### src/hw/wvf_map.svh
// constants and functional notes for the weight vibration filter
// Functional notes
// - average successive readings, depth from averaging_depth
// - override makes output jump to new reading
// - count consecutive outliers, trigger at run limit
// - band width in display divisions, compare deviation
// - band of zero disables override entirely
`ifndef WVF_MAP_SVH
`define WVF_MAP_SVH
`define WVF_BAND_DISABLED 8'h00
`define WVF_DEPTH_MAX 4'h7
`define WVF_RUN_RESET 8'h00
`define WVF_ACC_RESET 32'h0000_0000
`endif

### src/hw/wvf_pkg.sv
// types for the weight vibration filter
package wvf_pkg;
  typedef struct packed {
    logic [23:0] weight;
    logic jumped;
  } wvf_out_t;
endpackage : wvf_pkg

### src/hw/wvf_skid.sv
// two-entry buffer on the filtered output path
module wvf_skid
  import wvf_pkg::*;
(
  // clock and reset
  input wire logic clk_sys_in,
  input wire logic rst_in,
  // upstream
  input wire logic in_valid_in,
  output logic in_ready_out,
  input wire wvf_out_t in_data_in,
  // downstream
  output logic out_valid_out,
  input wire logic out_ready_in,
  output wvf_out_t out_data_out
);
  wvf_out_t mem_reg [2];
  logic wr_ptr_reg;
  logic rd_ptr_reg;
  logic [1:0] count_reg;
  logic push;
  logic pop;

  assign in_ready_out = (count_reg != 2'h2);
  assign out_valid_out = (count_reg != 2'h0);
  assign out_data_out = mem_reg[rd_ptr_reg];
  assign push = in_valid_in && in_ready_out;
  assign pop = out_valid_out && out_ready_in;

  always_ff @(posedge clk_sys_in) begin
    if (push) begin
      mem_reg[wr_ptr_reg] <= in_data_in;
    end
  end

  always_ff @(posedge clk_sys_in) begin
    if (rst_in) begin
      wr_ptr_reg <= 1'b0;
      rd_ptr_reg <= 1'b0;
      count_reg <= 2'h0;
    end else begin
      if (push) wr_ptr_reg <= ~wr_ptr_reg;
      if (pop) rd_ptr_reg <= ~rd_ptr_reg;
      count_reg <= count_reg + {1'b0, push} - {1'b0, pop};
    end
  end
endmodule : wvf_skid

### src/hw/wvf_filter.sv
// averaging filter with outlier-run override
`include "wvf_map.svh"
module wvf_filter
  import wvf_pkg::*;
#(
  parameter int WIDTH = 24
) (
  // clock and reset
  input wire logic clk_sys_in,
  input wire logic rst_in,
  // configuration, held static while running
  input wire logic [3:0] averaging_depth_in,
  input wire logic [7:0] override_band_divisions_in,
  input wire logic [7:0] outlier_run_length_limit_in,
  input wire logic [15:0] division_size_in,
  // readings from the converter front end
  input wire logic rd_valid_in,
  output logic rd_ready_out,
  input wire logic signed [WIDTH-1:0] rd_weight_in,
  // filtered weight
  output logic flt_valid_out,
  input wire logic flt_ready_in,
  output logic [WIDTH-1:0] flt_weight_out,
  output logic flt_jumped_out
);
  // signed accumulator: avg holds acc >> depth; fractional bits kept
  logic signed [WIDTH+7:0] acc_reg;
  logic signed [WIDTH+7:0] acc_next;
  logic [7:0] run_reg;
  logic st_valid_reg;
  wvf_out_t st_data_reg;
  logic [3:0] depth;
  logic signed [WIDTH-1:0] avg;
  logic signed [WIDTH:0] dev;
  logic [WIDTH:0] dev_abs;
  logic [WIDTH+16:0] band_w;
  logic outlier;
  logic trigger;
  logic take;
  logic st_ready;
  wvf_out_t buf_data;
  logic buf_valid;

  // depths past the limit would shift the accumulator's headroom away,
  // so they are pulled back to the deepest legal setting
  function automatic logic [3:0] clamp_depth(input logic [3:0] d);
    logic [3:0] r;
    r = d;
    if (d > `WVF_DEPTH_MAX) begin
      r = `WVF_DEPTH_MAX;
    end
    return r;
  endfunction : clamp_depth

  // pipeline: staging register, two-entry buffer, output register;
  // a reading taken at one edge is shown two edges later when the
  // consumer is ready, and a stall backs up through all three stages
  // before the converter side sees ready fall
  assign depth = clamp_depth(averaging_depth_in);
  assign avg = WIDTH'(acc_reg >>> depth);
  assign dev = {rd_weight_in[WIDTH-1], rd_weight_in} - {avg[WIDTH-1], avg};
  assign dev_abs = dev[WIDTH] ? (WIDTH+1)'(-dev) : dev;
  // band converted from divisions to counts
  assign band_w = override_band_divisions_in * division_size_in;
  assign outlier = (override_band_divisions_in != `WVF_BAND_DISABLED) &&
                   ({16'h0000, dev_abs} > band_w);
  assign trigger = outlier &&
                   ((run_reg + 8'h01) >= outlier_run_length_limit_in);
  // stall readings while the staging stage cannot drain
  assign rd_ready_out = !st_valid_reg || st_ready;
  assign take = rd_valid_in && rd_ready_out;

  always_comb begin
    if (trigger) begin
      // reload so that the average equals the new reading
      acc_next = (WIDTH+8)'($signed(rd_weight_in)) <<< depth;
    end else begin
      // exponential running average of depth 2^n
      acc_next = acc_reg - (acc_reg >>> depth) +
                 (WIDTH+8)'($signed(rd_weight_in));
    end
  end

  always_ff @(posedge clk_sys_in) begin
    if (rst_in) begin
      acc_reg <= `WVF_ACC_RESET;
    end else if (take) begin
      acc_reg <= acc_next;
    end
  end

  always_ff @(posedge clk_sys_in) begin
    if (rst_in) begin
      run_reg <= `WVF_RUN_RESET;
    end else if (take) begin
      if (!outlier || trigger) begin
        run_reg <= `WVF_RUN_RESET;
      end else if (run_reg != 8'hff) begin
        run_reg <= run_reg + 8'h01;
      end
    end
  end

  always_ff @(posedge clk_sys_in) begin
    if (rst_in) begin
      st_valid_reg <= 1'b0;
      st_data_reg <= '0;
    end else if (take) begin
      st_valid_reg <= 1'b1;
      st_data_reg.weight <= WIDTH'(acc_next >>> depth);
      st_data_reg.jumped <= trigger;
    end else if (st_ready) begin
      st_valid_reg <= 1'b0;
    end
  end

  wvf_skid u_skid (
    .clk_sys_in(clk_sys_in),
    .rst_in(rst_in),
    .in_valid_in(st_valid_reg),
    .in_ready_out(st_ready),
    .in_data_in(st_data_reg),
    .out_valid_out(buf_valid),
    .out_ready_in(!flt_valid_out || flt_ready_in),
    .out_data_out(buf_data)
  );

  // output register so that every flt_ output leaves a flip-flop
  always_ff @(posedge clk_sys_in) begin
    if (rst_in) begin
      flt_valid_out <= 1'b0;
      flt_weight_out <= '0;
      flt_jumped_out <= 1'b0;
    end else if (!flt_valid_out || flt_ready_in) begin
      flt_valid_out <= buf_valid;
      flt_weight_out <= buf_data.weight;
      flt_jumped_out <= buf_data.jumped;
    end
  end

  a_band_disabled: assert property (@(posedge clk_sys_in) disable iff (rst_in)
    (override_band_divisions_in == `WVF_BAND_DISABLED) |-> !trigger)
    else $error("override fired with band disabled");

  a_run_clears: assert property (@(posedge clk_sys_in) disable iff (rst_in)
    (take && !outlier) |=> (run_reg == 8'h00))
    else $error("run count not cleared by in-band reading");

  a_jump_value: assert property (@(posedge clk_sys_in) disable iff (rst_in)
    (take && trigger) |=> (avg == $past(rd_weight_in)))
    else $error("override did not jump to new reading");

  a_run_counts: assert property (@(posedge clk_sys_in) disable iff (rst_in)
    (take && outlier && !trigger && run_reg != 8'hff)
      |=> (run_reg == $past(run_reg) + 8'h01))
    else $error("outlier run not counted");

  a_avg_hold: assert property (@(posedge clk_sys_in) disable iff (rst_in)
    !take |=> $stable(acc_reg))
    else $error("average changed without a reading");

  a_outlier_band: assert property (@(posedge clk_sys_in) disable iff (rst_in)
    (override_band_divisions_in != `WVF_BAND_DISABLED &&
     {16'h0000, dev_abs} <= band_w) |-> !outlier)
    else $error("in-band reading flagged as outlier");

  a_depth_range: assert property (@(posedge clk_sys_in) disable iff (rst_in)
    depth <= `WVF_DEPTH_MAX)
    else $error("averaging depth beyond its limit");

  a_jump_flag: assert property (@(posedge clk_sys_in) disable iff (rst_in)
    (take && trigger) |=> (st_valid_reg && st_data_reg.jumped))
    else $error("jump not flagged on the staged word");

  a_no_jump_flag: assert property (@(posedge clk_sys_in) disable iff (rst_in)
    (take && !trigger) |=> !st_data_reg.jumped)
    else $error("jump flagged without an override");

  a_stage_avg: assert property (@(posedge clk_sys_in) disable iff (rst_in)
    take |=> (st_data_reg.weight == avg))
    else $error("staged word differs from the new average");

  a_run_hold: assert property (@(posedge clk_sys_in) disable iff (rst_in)
    !take |=> $stable(run_reg))
    else $error("outlier run changed without a reading");

  a_run_restart: assert property (@(posedge clk_sys_in) disable iff (rst_in)
    (take && trigger) |=> (run_reg == 8'h00))
    else $error("outlier run not restarted after a jump");

  a_run_saturate: assert property (@(posedge clk_sys_in) disable iff (rst_in)
    (take && outlier && !trigger && run_reg == 8'hff)
      |=> (run_reg == 8'hff))
    else $error("outlier run wrapped around");

  a_stage_hold: assert property (@(posedge clk_sys_in) disable iff (rst_in)
    (st_valid_reg && !st_ready)
      |=> (st_valid_reg && $stable(st_data_reg)))
    else $error("staged word lost during a stall");

  a_out_hold: assert property (@(posedge clk_sys_in) disable iff (rst_in)
    (flt_valid_out && !flt_ready_in)
      |=> (flt_valid_out && $stable(flt_weight_out) &&
           $stable(flt_jumped_out)))
    else $error("output word changed while the consumer stalled");
endmodule : wvf_filter

### config.mk
export PLATFORM = sky130hd
export DESIGN_NAME = wvf_filter
export DESIGN_NICKNAME = d
export VERILOG_FILES = /design/src/hw/wvf_pkg.sv /design/src/hw/wvf_skid.sv /design/src/hw/wvf_filter.sv
export VERILOG_INCLUDE_DIRS = /design/src /design/src/hw
export SDC_FILE = /design/constraint.sdc
export NUM_CORES = 1
export LEC_CHECK = 0
export BUFFER_PORTS_ARGS = -buffer_cell sky130_fd_sc_hd__buf_4
export CAP_MARGIN = 30
export CORE_ASPECT_RATIO = 0.9
export CORE_MARGIN = 4
export CORE_UTILIZATION = 44
export DETAILED_ROUTE_END_ITERATION = 16
export PLACE_DENSITY = 0.58
export SYNTH_ARGS = -nofsm -noshare
export SYNTH_HDL_FRONTEND = slang
export SYNTH_HIERARCHICAL = 1
export SYNTH_SLANG_ARGS = --single-unit
### constraint.sdc
create_clock -name clk_sys_in -period 12.4 [get_ports clk_sys_in]
set_clock_uncertainty 0.15 [all_clocks]
set_input_delay 1.86 -clock clk_sys_in [delete_from_list [all_inputs] [get_ports clk_sys_in]]
set_output_delay 1.86 -clock clk_sys_in [all_outputs]
set_load 0.02 [all_outputs]
==> impl_metrics.toml <==
[final_layout]
largest_register_ffs = 50
fill_cells = 3739
nNetsFinal = 2374
post-route-util = 0.4916
fin_area_um2 = 19030
syn2layout_area_growth_pct = 9.118
layout-drive-gt1-share = 0.1048
n_antenna_cell = 0

[worst_setup_path]
r2r_end = "st_data_reg[10]$_SDFFE_PP0P_"
r2r_cells = 27
crit_path_end = "st_data_reg[10]$_SDFFE_PP0P_"
worstPathArrival_ns = 10.70
worst_setup_path_start_kind = "input port"
critPathMaxFanout = 51
reg2reg_from = "acc_reg[3]$_SDFFE_PP0P_"
r2r_slack_ns = 3.74
required_ns = 12.56
startpoint = "averaging_depth_in[0]"
crit_path_end_kind = "register"
worst_path_max_delay_cell = "a31oi_1"
crit_path_max_incr_delay_ns = 0.87
path_class = "input port to register"

[logic_synthesis]
synth_area_um2 = 17440
ys_seq_elements = 147
synth_area_leaders = "fa_1, dfxtp_1, ha_1"
async_reset_ff_frac = 0
synth.avg_cell_area_um2 = 8.584
yosys_warnings = 6
synth-main-ff-cell = "dfxtp_1"
synth_top_area_frac = 0.1331
synth_commonest_cells = "nand2_1, a21oi_1, mux2i_1"
syn_inst = 2032
ys_seq_area_frac = 0.1974
yosysTopAreaCell = "fa_1"
synth_edf_count = 50
synth_nets = 2349
ys_types = 90
synthMostInstantiatedCell = "nand2_1"

[floorplanning]
die_area_um2 = 42890
die_x_um = 217.9
rows = 68
core_um2 = 38710
io_pins = 91
die_y_um = 196.9
start_util = 0.4505

[sta]
period_share = 0.8500
max-slew-margin-rel = 0.2743
hold_viol_final = 0
finalCriticalPeriod_ns = 10.54
worst_pin_slew_ns = 1.084
grt_setup_unrepaired = "no"
setup-violations-final = 0
setup_tns_ns = 0
fmax_ghz = 0.09488
slew_violations = 0

[clock_tree]
cts_setup_buffers = 0
cts_made_buffers = 17
clk_latency_ns = 0.43
root_buffer = "clkbuf_16"
hold_buffers = 0
ctsHtreeMaxLevel = 4
clk_transition_reported_paths_ns = 0.06
post_cts_resized = 0
cts_tree = "done"
clkSinkCount = 147
cts.path.max_buffers = 2

[placement]
portBuffers = 90
dp_hpwl_mm = 39.69
gp_congestion = 0.9364
placed_area_um2 = 18490

[power_and_ir_drop]
pwr-share-clk = 0.082
intPower_mw = 2.779
pwr-share-comb = 0.792
pwr_density_cell_nw_per_um2 = 310.2
peakVddDrop_uv = 140.1
switching_share = 0.5294
leakagePower_nw = 8.931
pwr-share-seq = 0.126
power.switching_mw = 3.126

[route]
drc = 0
vias = 15003
wl_per_cell_um = 19.24
drtPass1Iterations = 7
totalWireLength_mm = 49.92
viasPerCell = 5.782
ant_nets = 0
drt_iter0_drc = 1479

[global_route]
track_usage = 0.2331
grt_max_degree = 63
first_global_vias = 14505
antenna_found_initial = 0
overflow = 0
grt_pass1_wl_mm = 81.17

[status]
status = "finished clean"

[flow_run]
cap_viol_max_count = 0

[min_path]
hold_path.class = "register to register"
==> layer usage <==
| layer | up-vias | GRT usage | wire, µm |
|---|---|---|---|
| li1 | 7177 | - | - |
| met1 | 7290 | 0.3644 | 24830 |
| met2 | 506 | 0.3426 | 21350 |
| met3 | 30 | 0.03993 | 3296 |
| met4 | 0 | 0.03674 | 444 |
| met5 | - | 0 | 0 |
==> worst min-delay path by stage <==
stage | from | endpoint | slack (ns) | cells past startpoint
after detailed placement | st_data_reg[5]$_SDFFE_PP0P_ | u_skid/mem_reg[0][5]$_DFFE_PP_ | 0.29 | 0
after CTS | st_data_reg[5]$_SDFFE_PP0P_ | u_skid/mem_reg[1][5]$_DFFE_PP_ | 0.30 | 0
final | st_data_reg[5]$_SDFFE_PP0P_ | u_skid/mem_reg[0][5]$_DFFE_PP_ | 0.29 | 0
after global placement | st_data_reg[5]$_SDFFE_PP0P_ | u_skid/mem_reg[0][5]$_DFFE_PP_ | 0.27 | 0
after floorplan | st_data_reg[5]$_SDFFE_PP0P_ | u_skid/mem_reg[0][5]$_DFFE_PP_ | 0.27 | 0
after global routing | st_data_reg[2]$_SDFFE_PP0P_ | u_skid/mem_reg[0][2]$_DFFE_PP_ | 0.32 | 0
==> power by group through the flow <==
stage	logic (mW)	clock network [mW]	registers, mW
after floorplan	3.36	0	0.737
after global placement	4.51	0	0.750
after detailed placement	4.57	0	0.755
after CTS	4.61	0.489	0.745
after global routing	5.17	0.509	0.764
final	4.68	0.482	0.747
==> cell families after synthesis <==
family,share of synthesized area
muxes,0.1334
xor gates and xnor gates,0.04620
adders and majority gates,0.2314
buffers and inverters,0.05552
and+or+nand+nor,0.1689
DFF,0.1974
AOI/OAI and AO/OA,0.1672
==> placed cells by master (no fill, tap or decap), types with 7 or more instances in the layout <==
master,instances
a31oi_1,11
and2_1,65
o21bai_1,11
and3_1,17
a21o_1,34
a31o_2,8
nand2_1,252
a22oi_1,8
nor2b_1,16
nor2_1,126
nand4_1,13
mux2_2,13
dfxtp_1,97
xnor2_1,50
edfxtp_1,50
o21ai_1,10
o21a_1,19
inv_1,141
o31ai_1,9
nor3_1,34
mux2_4,23
o22ai_1,18
mux4_2,7
o21ai_0,76
a211oi_1,22
clkbuf_16,17
a21oi_1,165
or3_1,7
nand3_1,45
buf_4,102
ha_1,137
mux2i_1,158
fa_1,116
xor2_1,42
nand2b_1,21
==> per-stage QoR <==
stage                     hold WS, ns  worst slack (ns)  power, mW  cells
after floorplan                0.2673             2.888      4.097   2032
after global placement         0.2749             1.729      5.263   2561
after detailed placement       0.2909             1.525      5.324   2563
after CTS                      0.2995             1.975      5.839   2595
after global routing           0.3156             1.222      6.443   2595
final                          0.2945             1.860      5.905   2595
==> final cells by class <==
cell class | instances | area [µm²] | area share
well taps | 525 | 656.9 | 0.03451
multi-input cells | 1645 | 13060 | 0.6861
clock inverters | 12 | 95.09 | 0.004996
repair buffers | 104 | 798.3 | 0.04194
clock buffers | 20 | 446.7 | 0.02347
inverters | 142 | 533.0 | 0.02801
flip-flops and latches | 147 | 3443 | 0.1809
==> worst max-delay path, delay by kind of cell <==
kind,cells,cell delay [ns]
AO/OA/AOI/OAI,16,4.27
AND/OR/NAND/NOR,5,2.14
multiplexers,3,1.09
adder cells (fa/ha/maj),3,0.97
XOR/XNOR,1,0.19
buffers and inverters,1,0.15
No activity file was read; power rests on OpenSTA's default activity.
